==> src/hdl/mlec_pkg.sv <==
// package for the mode select and light effect control register bank
// assumes a single 250 MHz clock and a simple byte register port
package mlec_pkg;
  // ==========================================
  // register map and reset values
  localparam logic [7:0] ADDR_MODE = 8'h00;
  localparam logic [7:0] ADDR_CTRL = 8'h01;
  localparam logic [2:0] MODE_RESET = 3'h1;
  localparam logic [7:0] CTRL_RESET = 8'h00;

  // ==========================================
  // light_effect_control field positions
  localparam int CTRL_LAST = 7;
  localparam int CTRL_ANALOG = 6;
  localparam int CTRL_STBY_HI = 5;
  localparam int CTRL_STBY_LO = 4;
  localparam int CTRL_ONTIME = 3;
  localparam int CTRL_TOUCH = 2;
  localparam int CTRL_PON = 1;
  localparam int CTRL_PON_SEQ = 0;

  localparam int NUM_OUT = 10;

  typedef enum logic [2:0] {
    MLEC_MODE_OPER = 3'b000,
    MLEC_MODE_LEDCFG = 3'b001,
    MLEC_MODE_DEVCFG = 3'b010,
    MLEC_MODE_TEST = 3'b011,
    MLEC_MODE_DEBUG = 3'b100
  } mlec_mode_t;

  // standby brightness in percent
  localparam logic [6:0] STBY_PCT_0 = 7'h00;
  localparam logic [6:0] STBY_PCT_20 = 7'h14;
  localparam logic [6:0] STBY_PCT_30 = 7'h1e;
  localparam logic [6:0] STBY_PCT_50 = 7'h32;

  // ==========================================
  // timing: one period step is 20 ms
  localparam longint STEP_TIME_NS = 20000000;
  localparam longint CLK_PERIOD_NS = 4;
  localparam int STEP_CYCLES_DEF = int'(STEP_TIME_NS / CLK_PERIOD_NS);

  typedef enum logic [1:0] {
    MLEC_PON_IDLE = 2'b00,
    MLEC_PON_ALL = 2'b01,
    MLEC_PON_SEQ = 2'b10,
    MLEC_PON_DONE = 2'b11
  } mlec_pon_t;
endpackage

==> src/hdl/mlec_hold_timer.sv <==
// per-output on-time after release, counted in period steps
// assumes tick is a one-cycle pulse every period step
`timescale 1ns/1ps
module mlec_hold_timer (
  input wire logic clk, // system clock
  input wire logic srst, // synchronous reset, high
  input wire logic tick, // period step pulse
  input wire logic touched, // button currently touched
  input wire logic enable, // on-time enabled
  input wire logic [7:0] period, // on-time in steps
  output logic hold // output held on after release
);
  import mlec_pkg::*;

  logic touched_q;
  logic [7:0] count;
  logic next_touched_q;
  logic [7:0] next_count;
  logic next_hold;

  // ==========================================
  // countdown
  always_comb begin
    next_touched_q = touched;
    next_count = count;
    if (touched || !enable) begin
      next_count = 8'h00;
    end else if (touched_q) begin
      next_count = period;
    end else if (tick && count != 8'h00) begin
      next_count = count - 8'h01;
    end
    next_hold = (next_count != 8'h00);
  end

  always_ff @(posedge clk) begin
    if (srst) begin
      touched_q <= 1'b0;
      count <= 8'h00;
      hold <= 1'b0;
    end else begin
      touched_q <= next_touched_q;
      count <= next_count;
      hold <= next_hold;
    end
  end

  AST_HOLD_START: assert property (@(posedge clk) disable iff (srst)
    touched_q && !touched && enable && period != 8'h00 |=> hold && count == $past(period))
    else $error("on-time not started on release");
endmodule

==> src/hdl/mlec_ctrl.sv <==
// mode select and light effect control registers with effect gating
// assumes a byte-wide register port fed by the serial host interface
`timescale 1ns/1ps
// Function
// - mode field codes 000..100 select the five modes; 101..111 invalid
// - power-on gives each register its initial value; reserved reads undefined
// - read-write registers accept writes and return contents on reads
// - bit 7 set limits touch effects to the most recently touched button
// - bit 6 allows outputs to act as open-drain analog switches
// - bits 5:4 set standby brightness 0, 20, 30 or 50 percent
// - bit 3 keeps LED on after release for first timing period
// - bit 2 enables touch effects; otherwise touch effect settings ignored; here the bit 3 on-time hold still runs with bit 2 clear
// - bit 1 enables power-on effects; otherwise their settings ignored
// - bit 0 runs power-on effects together or one by one 0..9
// - each timing period increment adds 20 ms to the effect time
module mlec_ctrl #(
  parameter int STEP_CYCLES = mlec_pkg::STEP_CYCLES_DEF // cycles per period step
) (
  input wire logic clk, // system clock, 250 MHz
  input wire logic srst, // synchronous reset, high
  input wire logic reg_wr, // register write strobe
  input wire logic reg_rd, // register read strobe
  input wire logic [7:0] reg_addr, // register address
  input wire logic [7:0] reg_wdata, // write data
  output logic [7:0] reg_rdata, // read data
  output logic reg_rvalid, // read data valid pulse
  input wire logic [mlec_pkg::NUM_OUT-1:0] touch, // button touch status
  input wire logic [7:0] first_global_timing_period, // on-time in steps
  input wire logic pon_start, // power-on effect start pulse
  input wire logic pon_step_done, // current power-on effect finished
  output logic [2:0] mode, // selected device mode
  output logic mode_valid, // mode code is a defined one
  output logic [4:0] mode_onehot, // one bit per defined mode
  output logic [mlec_pkg::NUM_OUT-1:0] touch_effect_en, // touch effect per output
  output logic [mlec_pkg::NUM_OUT-1:0] pon_effect_en, // power-on effect per output
  output logic pon_busy, // power-on effects running
  output logic [mlec_pkg::NUM_OUT-1:0] hold_on, // held on after release
  output logic touch_cfg_use, // touch effect settings in use
  output logic pon_cfg_use, // power-on effect settings in use
  output logic analog_out_en, // outputs may be analog switches
  output logic [6:0] standby_pct // standby brightness percent
);
  import mlec_pkg::*;

  logic [2:0] mode_r;
  logic [7:0] ctrl;
  logic [NUM_OUT-1:0] touch_q;
  logic [3:0] last_idx;
  logic last_vld;
  mlec_pon_t pon_state;
  logic [3:0] pon_idx;
  logic [22:0] step_cnt;
  logic tick;

  logic [2:0] next_mode_r;
  logic [7:0] next_ctrl;
  logic [7:0] next_rdata;
  logic next_rvalid;
  logic [NUM_OUT-1:0] next_touch_q;
  logic [3:0] next_last_idx;
  logic next_last_vld;
  mlec_pon_t next_pon_state;
  logic [3:0] next_pon_idx;
  logic [22:0] next_step_cnt;
  logic next_tick;
  logic [4:0] next_mode_onehot;
  logic next_mode_valid;
  logic [NUM_OUT-1:0] next_touch_eff;
  logic [NUM_OUT-1:0] next_pon_eff;
  logic [6:0] next_stby;

  // ==========================================
  // register port
  always_comb begin
    next_mode_r = mode_r;
    next_ctrl = ctrl;
    next_rdata = reg_rdata;
    next_rvalid = reg_rd;
    if (reg_wr && reg_addr == ADDR_MODE) begin
      next_mode_r = reg_wdata[2:0];
    end
    if (reg_wr && reg_addr == ADDR_CTRL) begin
      next_ctrl = reg_wdata;
    end
    if (reg_rd) begin
      case (reg_addr)
        ADDR_MODE: next_rdata = {5'h00, mode_r};
        ADDR_CTRL: next_rdata = ctrl;
        // reserved locations hold nothing; zero is returned
        default: next_rdata = 8'h00;
      endcase
    end
  end

  // ==========================================
  // mode decode
  always_comb begin
    next_mode_valid = (next_mode_r <= 3'h4);
    next_mode_onehot = 5'h00;
    case (next_mode_r)
      MLEC_MODE_OPER: next_mode_onehot = 5'h01;
      MLEC_MODE_LEDCFG: next_mode_onehot = 5'h02;
      MLEC_MODE_DEVCFG: next_mode_onehot = 5'h04;
      MLEC_MODE_TEST: next_mode_onehot = 5'h08;
      MLEC_MODE_DEBUG: next_mode_onehot = 5'h10;
      default: next_mode_onehot = 5'h00;
    endcase
  end

  // ==========================================
  // period step divider, shared by all hold timers
  always_comb begin
    next_tick = 1'b0;
    if (step_cnt == 23'(STEP_CYCLES - 1)) begin
      next_step_cnt = 23'h0;
      next_tick = 1'b1;
    end else begin
      next_step_cnt = step_cnt + 23'h1;
    end
  end

  // ==========================================
  // touch effects and last touched button
  always_comb begin
    next_touch_q = touch;
    next_last_idx = last_idx;
    next_last_vld = last_vld;
    // simultaneous rises: highest index wins, an arbitrary but stable pick
    for (int i = 0; i < NUM_OUT; i++) begin
      if (touch[i] && !touch_q[i]) begin
        next_last_idx = 4'(i);
        next_last_vld = 1'b1;
      end
    end
    next_touch_eff = 10'h000;
    if (next_ctrl[CTRL_TOUCH]) begin
      if (next_ctrl[CTRL_LAST]) begin
        if (next_last_vld) begin
          next_touch_eff = touch & (10'h001 << next_last_idx);
        end
      end else begin
        next_touch_eff = touch;
      end
    end
    case (next_ctrl[CTRL_STBY_HI:CTRL_STBY_LO])
      2'b00: next_stby = STBY_PCT_0;
      2'b01: next_stby = STBY_PCT_20;
      2'b10: next_stby = STBY_PCT_30;
      default: next_stby = STBY_PCT_50;
    endcase
  end

  // ==========================================
  // power-on effect sequencer
  always_comb begin
    next_pon_state = pon_state;
    next_pon_idx = pon_idx;
    case (pon_state)
      MLEC_PON_IDLE: begin
        if (pon_start) begin
          next_pon_idx = 4'h0;
          if (!ctrl[CTRL_PON]) begin
            next_pon_state = MLEC_PON_DONE;
          end else if (ctrl[CTRL_PON_SEQ]) begin
            next_pon_state = MLEC_PON_SEQ;
          end else begin
            next_pon_state = MLEC_PON_ALL;
          end
        end
      end
      MLEC_PON_ALL: begin
        if (pon_step_done) begin
          next_pon_state = MLEC_PON_DONE;
        end
      end
      MLEC_PON_SEQ: begin
        if (pon_step_done) begin
          if (pon_idx == 4'(NUM_OUT - 1)) begin
            next_pon_state = MLEC_PON_DONE;
          end else begin
            next_pon_idx = pon_idx + 4'h1;
          end
        end
      end
      default: next_pon_state = pon_state;
    endcase
    case (next_pon_state)
      MLEC_PON_ALL: next_pon_eff = 10'h3ff;
      MLEC_PON_SEQ: next_pon_eff = 10'h001 << next_pon_idx;
      default: next_pon_eff = 10'h000;
    endcase
  end

  always_ff @(posedge clk) begin
    if (srst) begin
      mode_r <= MODE_RESET;
      ctrl <= CTRL_RESET;
      reg_rdata <= 8'h00;
      reg_rvalid <= 1'b0;
      mode_valid <= 1'b1;
      mode_onehot <= 5'h02;
      step_cnt <= 23'h0;
      tick <= 1'b0;
      touch_q <= 10'h000;
      last_idx <= 4'h0;
      last_vld <= 1'b0;
      touch_effect_en <= 10'h000;
      standby_pct <= STBY_PCT_0;
      analog_out_en <= 1'b0;
      touch_cfg_use <= 1'b0;
      pon_cfg_use <= 1'b0;
      pon_state <= MLEC_PON_IDLE;
      pon_idx <= 4'h0;
      pon_effect_en <= 10'h000;
      pon_busy <= 1'b0;
    end else begin
      mode_r <= next_mode_r;
      ctrl <= next_ctrl;
      reg_rdata <= next_rdata;
      reg_rvalid <= next_rvalid;
      mode_valid <= next_mode_valid;
      mode_onehot <= next_mode_onehot;
      step_cnt <= next_step_cnt;
      tick <= next_tick;
      touch_q <= next_touch_q;
      last_idx <= next_last_idx;
      last_vld <= next_last_vld;
      touch_effect_en <= next_touch_eff;
      standby_pct <= next_stby;
      analog_out_en <= next_ctrl[CTRL_ANALOG];
      touch_cfg_use <= next_ctrl[CTRL_TOUCH];
      pon_cfg_use <= next_ctrl[CTRL_PON];
      pon_state <= next_pon_state;
      pon_idx <= next_pon_idx;
      pon_effect_en <= next_pon_eff;
      pon_busy <= (next_pon_state == MLEC_PON_ALL) || (next_pon_state == MLEC_PON_SEQ);
    end
  end

  assign mode = mode_r;

  // ==========================================
  // on-time after release, one timer per output
  for (genvar g = 0; g < NUM_OUT; g++) begin : gen_hold
    mlec_hold_timer u_hold (
      .clk(clk),
      .srst(srst),
      .tick(tick),
      .touched(touch[g]),
      .enable(ctrl[CTRL_ONTIME]),
      .period(first_global_timing_period),
      .hold(hold_on[g])
    );
  end

  // ==========================================
  // checks
  AST_RESET_VALUES: assert property (@(posedge clk) $fell(srst) |->
    mode == MODE_RESET && ctrl == CTRL_RESET && !pon_busy)
    else $error("registers not at initial value after reset");
  AST_CTRL_WRITE: assert property (@(posedge clk) disable iff (srst)
    reg_wr && reg_addr == ADDR_CTRL |=> ctrl == $past(reg_wdata))
    else $error("control write not stored");
  AST_MODE_READ: assert property (@(posedge clk) disable iff (srst)
    reg_rd && reg_addr == ADDR_MODE |=> reg_rvalid && reg_rdata == {5'h00, $past(mode_r)})
    else $error("mode read returned wrong value");
  AST_MODE_DECODE: assert property (@(posedge clk) disable iff (srst)
    mode_r == MLEC_MODE_DEBUG |-> mode_onehot == 5'h10 && mode_valid)
    else $error("debug mode not decoded");
  AST_LAST_ONLY: assert property (@(posedge clk) disable iff (srst)
    ctrl[CTRL_LAST] |-> $countones(touch_effect_en) <= 1)
    else $error("touch effect on more than one output");
  AST_ANALOG: assert property (@(posedge clk) disable iff (srst)
    reg_wr && reg_addr == ADDR_CTRL |=> analog_out_en == $past(reg_wdata[CTRL_ANALOG]))
    else $error("analog enable does not follow control");
  AST_STANDBY: assert property (@(posedge clk) disable iff (srst)
    ctrl[CTRL_STBY_HI:CTRL_STBY_LO] == 2'b11 |-> standby_pct == STBY_PCT_50)
    else $error("standby brightness wrong");
  AST_TOUCH_OFF: assert property (@(posedge clk) disable iff (srst)
    !ctrl[CTRL_TOUCH] |-> touch_effect_en == 10'h000 && !touch_cfg_use)
    else $error("touch effect while disabled");
  AST_PON_OFF: assert property (@(posedge clk) disable iff (srst)
    pon_state == MLEC_PON_IDLE && pon_start && !ctrl[CTRL_PON] |=> pon_state == MLEC_PON_DONE && !pon_busy)
    else $error("power-on effect ran while disabled");
  AST_PON_SEQ: assert property (@(posedge clk) disable iff (srst)
    pon_state == MLEC_PON_SEQ |-> $onehot(pon_effect_en) && pon_effect_en == (10'h001 << pon_idx))
    else $error("sequential power-on not one output");
  AST_STEP_TICK: assert property (@(posedge clk) disable iff (srst)
    tick |-> step_cnt == 23'h0)
    else $error("step tick at wrong count");
endmodule

==> config.mk <==
export PLATFORM = sky130hd
export DESIGN_NAME = mlec_ctrl
export DESIGN_NICKNAME = d
export VERILOG_FILES = /design/src/hdl/mlec_pkg.sv /design/src/hdl/mlec_hold_timer.sv /design/src/hdl/mlec_ctrl.sv
export SDC_FILE = /design/constraint.sdc
export NUM_CORES = 1
export LEC_CHECK = 0
export ABC_AREA = 1
export BUFFER_PORTS_ARGS = -buffer_cell sky130_fd_sc_hd__buf_2
export CORE_ASPECT_RATIO = 0.75
export CORE_MARGIN = 2
export CORE_UTILIZATION = 50
export CTS_BUF_LIST = sky130_fd_sc_hd__clkbuf_8
export CTS_CLUSTER_DIAMETER = 80
export DETAILED_ROUTE_END_ITERATION = 10
export GPL_TIMING_DRIVEN = 0
export PLACE_DENSITY_LB_ADDON = 0.25
export RECOVER_POWER = 100
export SYNTH_ARGS = -nofsm -noshare
export SYNTH_HDL_FRONTEND = slang
export SYNTH_SLANG_ARGS = --single-unit
==> constraint.sdc <==
create_clock -name clk -period 3.4 [get_ports clk]
set_clock_uncertainty 0.15 [all_clocks]
set_input_delay 0.34 -clock clk [delete_from_list [all_inputs] [get_ports clk]]
set_output_delay 0.34 -clock clk [all_outputs]
set_load 0.005 [all_outputs]
==> results.py, run 1 <==
metrics = {
    "critical_path": {
        "path_max_fanout": 10,
        "crit_path_start_kind": "input port",
        "critPathLaunch": "reg_addr[3]",
        "crit_required_ns": 3.57,
        "end_kind": "flip-flop",
        "cp_data_arrival_time_ns": 3.15,
        "r2r-start": "tick",
        "worstSetupPathType": "input port to flip-flop",
    },
    "cells_and_area": {
        "final_common_cell": "nand2_1",
        "design_area_mm2": 0.0111,
        "antennaDiodeCount": 0,
        "finalNetCount": 1698,
        "final_cells": 1896,
        "syn2layout_area_growth_pct": 12.2,
        "mostFrequentLayoutCells": "nand2_1, nor2_1, dfxtp_1",
        "post_route_cells_drive_above_1_share_pct": 9.43,
        "fillers": 1889,
    },
    "clock_tree": {
        "path_clk_slew_ns": 0.09,
        "clockBufferDepth": 2,
        "cts-root-buf": "clkbuf_8",
        "cts_tree": "built",
        "postCtsHoldBufs": 12,
        "htree_levels": 4,
        "cts_made_buffers": 17,
        "cts_resized": 0,
        "insertion_delay_ns": 0.47,
        "cts.sinks": 187,
        "post_cts_buffers": 0,
    },
    "timing": {
        "slew_viol_final": 10,
        "rsz0062_at_grt": "false",
        "finalCritPeriodShare_pct": 87.4,
        "fin_crit_ns": 2.97,
        "fmax_mhz": 336,
        "relSlewSlack_pct": -12.0,
        "setup_viol": 0,
        "worst_pin_slew_ns": 1.67,
        "hold_viol_final": 0,
        "setup_tns_ns": 0,
    },
    "detailed_routing": {
        "wire_per_inst_um": 13.8,
        "wl_um": 26100,
        "remaining_drc_errors": 0,
        "drtAntennaViolNets": 0,
        "vias_per_cell": 5.15,
        "drtPass1Iterations": 6,
        "vias": 9762,
        "drt_iter0_drc": 934,
    },
    "global_route": {
        "grt_usage_pct": 24.6,
        "antenna_found_initial": 0,
        "grt_pass1_vias": 8637,
        "grt_pass1_wl_um": 42300,
        "grt_overflow_total": 0,
        "grt_max_degree": 17,
    },
    "place": {
        "place.gp.congestion": 0.949,
        "place_area_mm2": 0.0107,
        "place_inst": 1852,
        "dp_hpwl_um": 19100,
        "portBuffers": 96,
    },
    "run_status": {
        "violations": "capacitance limit, slew limit",
        "run_status": "finished with violations",
    },
    "min_path": {
        "min_path_type": "input port to flip-flop",
        "hold_start": "reg_wdata[0]",
    },
    "yosys": {
        "synth_seq_cells": 187,
        "ys_seq_area_share_pct": 37.7,
        "yosysWarnings": 0,
        "syn_area_mm2": 0.00993,
        "synth-async-reset-ratio_pct": 0,
        "synthCells": 1502,
        "synth.distinct_cells": 47,
        "synth_edf_count": 0,
        "synthFlopType": "dfxtp_1",
        "syn_area_per_cell_um2": 6.61,
    },
    "pwr": {
        "p_leak_nw": 5.35,
        "vdd_drop_max_v": 0.000250,
        "power.density_mw_per_mm2": 373,
    },
    "floorplan": {
        "design.core.area_mm2": 0.0194,
        "die_w_um": 167,
        "initial_core_util_pct": 51.1,
        "dieArea_mm2": 0.0210,
        "die_height_um": 126,
        "pin_count": 99,
        "placementRows": 44,
    },
    "job": {
        "maxCapViolations": 1,
    },
}
critical path: stages:
cell      delay [ns]
buf_2           0.09
or2_0           0.24
nor4_1          1.32
nand2_4         0.04
clkbuf_1        0.28
o21ai_0         0.35
nor2_4          0.06
clkbuf_2        0.24
nand2_1         0.13
a21oi_2         0.05
path summary, 6_finish.rpt:
check / to / slack [ns] / cells after the start
worst max-delay path: touch_effect_en[7] / 0.43 / 10
worst min-delay path: ctrl[0] / 0.04 / 3
worst max register to register: gen_hold[2].u_hold.hold / 0.54 / 9
worst min register to register: step_cnt[0] / 0.31 / 1
per-layer routing:
layer | track usage (%) | wire [um] | vias up
met2 | 37.4 | 11100 | 346
li1 | - | - | 5043
met3 | 5.37 | 2070 | 26
met4 | 4.77 | 287 | 0
met5 | 0 | 0 | -
met1 | 36.0 | 12700 | 4347
Yosys cell counts, types with 2 or more instances:
master,n,area (um^2)
nor4_1,2,12.5
nand2_4,2,22.5
buf_4,12,90.1
o21ai_0,77,385
clkbuf_1,19,71.3
xnor2_1,6,52.6
nor3_1,16,80.1
nand2_2,13,81.3
dfxtp_1,187,3740
o21a_1,2,15.0
buf_1,4,15.0
nand3_1,118,591
or2_2,3,18.8
a21oi_1,110,551
o21ai_1,4,20.0
nand2_1,338,1270
clkinv_1,9,33.8
a21oi_2,7,61.3
o21ai_2,2,17.5
buf_2,10,50.1
nor3_2,3,30.0
xor2_1,29,254
ha_1,28,350
nor2_1,268,1010
inv_1,162,608
nor3b_1,7,52.6
and3_1,2,12.5
nand4_1,19,119
nor2_2,5,31.3
o211ai_1,14,105
inv_2,8,30.0
where the power goes:
group,switching (W),total (W),internal [W]
sequential,0.0000135,0.00224,0.00222
clock,0.000811,0.00158,0.000772
combinational,0.000238,0.000339,0.000101
area by class of cell:
| cell class | count | area, um^2 | area share (%) |
|---|---|---|---|
| repair buffers | 108 | 571 | 5.12 |
| multi-input cells | 1088 | 5180 | 46.5 |
| plain buffers | 48 | 236 | 2.12 |
| inverters | 180 | 677 | 6.07 |
| well taps | 253 | 317 | 2.84 |
| clock inverters | 13 | 164 | 1.47 |
| clock buffers | 19 | 262 | 2.35 |
| flip-flops and latches | 187 | 3740 | 33.6 |
per-stage QoR:
stage | worst slack, ns | hold slack, ns | util, % | total power [W]
after floorplan | 1.29 | 0.268 | - | 0.00248
after global placement | 0.812 | 0.282 | 55.2 | 0.00261
after detailed placement | 0.786 | 0.297 | 55.2 | 0.00261
after CTS | 0.759 | 0.00913 | 58.0 | 0.00420
after global routing | 0.263 | 0.0308 | 57.4 | 0.00432
final | 0.428 | 0.0385 | 57.4 | 0.00416
state kept, by name, summed over array words and instances (netlist names):
| register | flops |
|---|---|
| ctrl | 8 |
| gen_hold.u_hold.count | 80 |
| gen_hold.u_hold.hold | 10 |
| last_idx | 4 |
| last_vld | 1 |
| mode | 3 |
| mode_onehot | 5 |
| mode_valid | 1 |
| pon_busy | 1 |
| pon_effect_en | 10 |
| pon_idx | 4 |
| pon_state | 2 |
| reg_rdata | 8 |
| reg_rvalid | 1 |
| standby_pct | 5 |
| step_cnt | 23 |
| tick | 1 |
| touch_effect_en | 10 |
| touch_q | 10 |
cell families (layout without fill, tap and decap cells):
logic type / count (synthesis) / after routing / share of synthesized area (%)
buf+inv: 228 / 368 / 9.46
compound gates: 219 / 219 / 11.9
xor+xnor: 35 / 35 / 3.09
simple gates: 804 / 804 / 34.3
fa+ha+maj: 28 / 28 / 3.53
other cells: 1 / 2 / 0.0377
flops: 187 / 187 / 37.7
Note: power is estimated with default switching activity, not from simulation.
==> run 2, diff against run 1 <==
==> constraint.sdc (replaced) <==
create_clock -name clk -period 3.4 [get_ports clk]
set_clock_uncertainty 0.15 [all_clocks]
set_input_delay 0.51 -clock clk [delete_from_list [all_inputs] [get_ports clk]]
set_output_delay 0.51 -clock clk [all_outputs]
set_load 0.005 [all_outputs]
==> run 2 against run 1 <==
  * The flow still finishes with violations (capacitance limit, slew limit)
  * Critical path type unchanged
  * Sequential share of layout area grew 0.29 points
  * Highest routed layer unchanged
  * Critical endpoint unchanged
  * Clock-buffer cell count is the same
  * Register-to-register slack gained 0.03 ns
==> results.py, run 2 (same netlist as run 1, synthesis figures left out) <==
metrics = {
    "critical_path": {
        "cp_slowest_cell": "nor4_1",
        "path_max_fanout": 10,
        "max_stage_delay_ns": 1.36,
        "path_cells": "buf_2, or2_0, nor4_1, nand2_4, buf_6, o21ai_0, nor2_4, buf_12, nand2_1, a21oi_2",
        "worstSetupPathType": "input port to flip-flop",
        "end_kind": "flip-flop",
        "cp_data_arrival_time_ns": 3.12,
        "crit_required_ns": 3.59,
        "crit_path_start_kind": "input port",
    },
    "clock_tree": {
        "cts_resized": 0,
        "path_clk_slew_ns": 0.09,
        "cts_tree": "built",
        "cts_made_buffers": 17,
        "cts.sinks": 187,
        "htree_levels": 4,
        "cts-root-buf": "clkbuf_8",
        "postCtsHoldBufs": 0,
        "insertion_delay_ns": 0.47,
        "post_cts_buffers": 0,
        "clockBufferDepth": 2,
    },
    "pwr": {
        "p_leak_nw": 5.30,
        "power.density_mw_per_mm2": 375,
        "vdd_drop_max_v": 0.000251,
    },
    "cells_and_area": {
        "largest_reg_flops": 80,
        "post_route_cells_drive_above_1_share_pct": 9.50,
        "fillers": 1895,
        "regMostFlops": "gen_hold.u_hold.count",
        "mostFrequentLayoutCells": "nand2_1, nor2_1, dfxtp_1",
        "multi_input_area_mm2": 0.00518,
        "syn2layout_area_growth_pct": 11.3,
        "finalNetCount": 1686,
        "final_common_cell": "nand2_1",
        "reg.largest.list": "gen_hold.u_hold.count (80), step_cnt (23)",
        "antennaDiodeCount": 0,
        "seqCellArea_mm2": 0.00374,
        "final_cells": 1884,
    },
    "timing": {
        "finalCritPeriodShare_pct": 86.3,
        "fin_crit_ns": 2.93,
        "worst_pin_slew_ns": 1.73,
        "rsz0062_at_grt": "false",
        "relSlewSlack_pct": -16.1,
        "fmax_mhz": 341,
        "setup_tns_ns": 0,
        "slew_viol_final": 10,
        "hold_viol_final": 0,
        "setup_viol": 0,
    },
    "global_route": {
        "antenna_found_initial": 0,
        "grt_pass1_vias": 8568,
        "grt_overflow_total": 0,
        "grt_usage_pct": 24.5,
        "grt_max_degree": 17,
        "grt_pass1_wl_um": 42100,
    },
    "floorplan": {
        "die_height_um": 126,
        "initial_core_util_pct": 51.1,
        "design.core.area_mm2": 0.0194,
        "die_w_um": 167,
        "placementRows": 44,
        "pin_count": 99,
        "dieArea_mm2": 0.0210,
    },
    "min_path": {
        "min_path_type": "input port to flip-flop",
    },
    "place": {
        "place_inst": 1852,
        "dp_hpwl_um": 19100,
        "place.gp.congestion": 0.949,
        "portBuffers": 96,
    },
    "detailed_routing": {
        "drt_iter0_drc": 977,
        "wl_um": 26000,
        "remaining_drc_errors": 0,
        "drtPass1Iterations": 6,
        "wire_per_inst_um": 13.8,
        "vias_per_cell": 5.14,
        "vias": 9688,
        "drtAntennaViolNets": 0,
    },
    "job": {
        "maxCapViolations": 1,
    },
    "run_status": {
        "run_status": "finished with violations",
        "violations": "capacitance limit, slew limit",
    },
}
-- run 2: cell type report --
class	count	share of cell area, %
Timing Repair Buffer	96	4.08
Clock inverter	13	1.48
Clock buffer	19	2.37
Buffer	48	2.34
Sequential cell	187	33.9
Inverter	180	6.12
Multi-Input combinational cell	1088	46.9
Tap cell	253	2.86
-- run 2: report_power, final --
part	leakage [nW]	internal, W	switching [W]
registers	1.51	0.00222	0.0000134
clock network	0.213	0.000772	0.000808
logic	3.58	0.0000917	0.000234
total	5.30	0.00309	0.00106
-- run 2: worst max-delay path: cells and delay by family --
kind | cells | cell delay, ns
AND/OR/NAND/NOR | 5 | 1.81
buffers and inverters | 3 | 0.46
AO/OA/AOI/OAI | 2 | 0.34
-- run 2: path summary, 6_finish.rpt --
| check | start | to | slack, ns | cells after the start |
|---|---|---|---|---|
| max | reg_addr[3] | touch_effect_en[7] | 0.47 | 10 |
| min | touch[9] | touch_q[9] | 0.13 | 3 |
| max reg2reg | tick | gen_hold[2].u_hold.hold | 0.57 | 9 |
| min reg2reg | step_cnt[0] | step_cnt[0] | 0.31 | 1 |
-- run 2: per-layer routing --
metal,up-vias,wire length (um),GRT usage [%]
met5,-,0,0
met4,0,230,4.72
met3,19,2000,5.06
met2,346,11000,37.2
met1,4310,12700,36.1
li1,5013,-,-
-- run 2: stage by stage --
step / hold slack, ns / util, % / worst slack [ns] / instance area [um^2] / total power [W]
2_1_floorplan: 0.268 / - / 1.17 / 9940 / 0.00248
3_3_place_gp: 0.282 / 55.2 / 0.812 / 10700 / 0.00261
3_5_place_dp: 0.297 / 55.2 / 0.786 / 10700 / 0.00261
4_1_cts: 0.108 / 57.4 / 0.759 / 11200 / 0.00418
5_1_grt: 0.122 / 56.9 / 0.325 / 11100 / 0.00431
6_report: 0.126 / 56.9 / 0.466 / 11100 / 0.00414
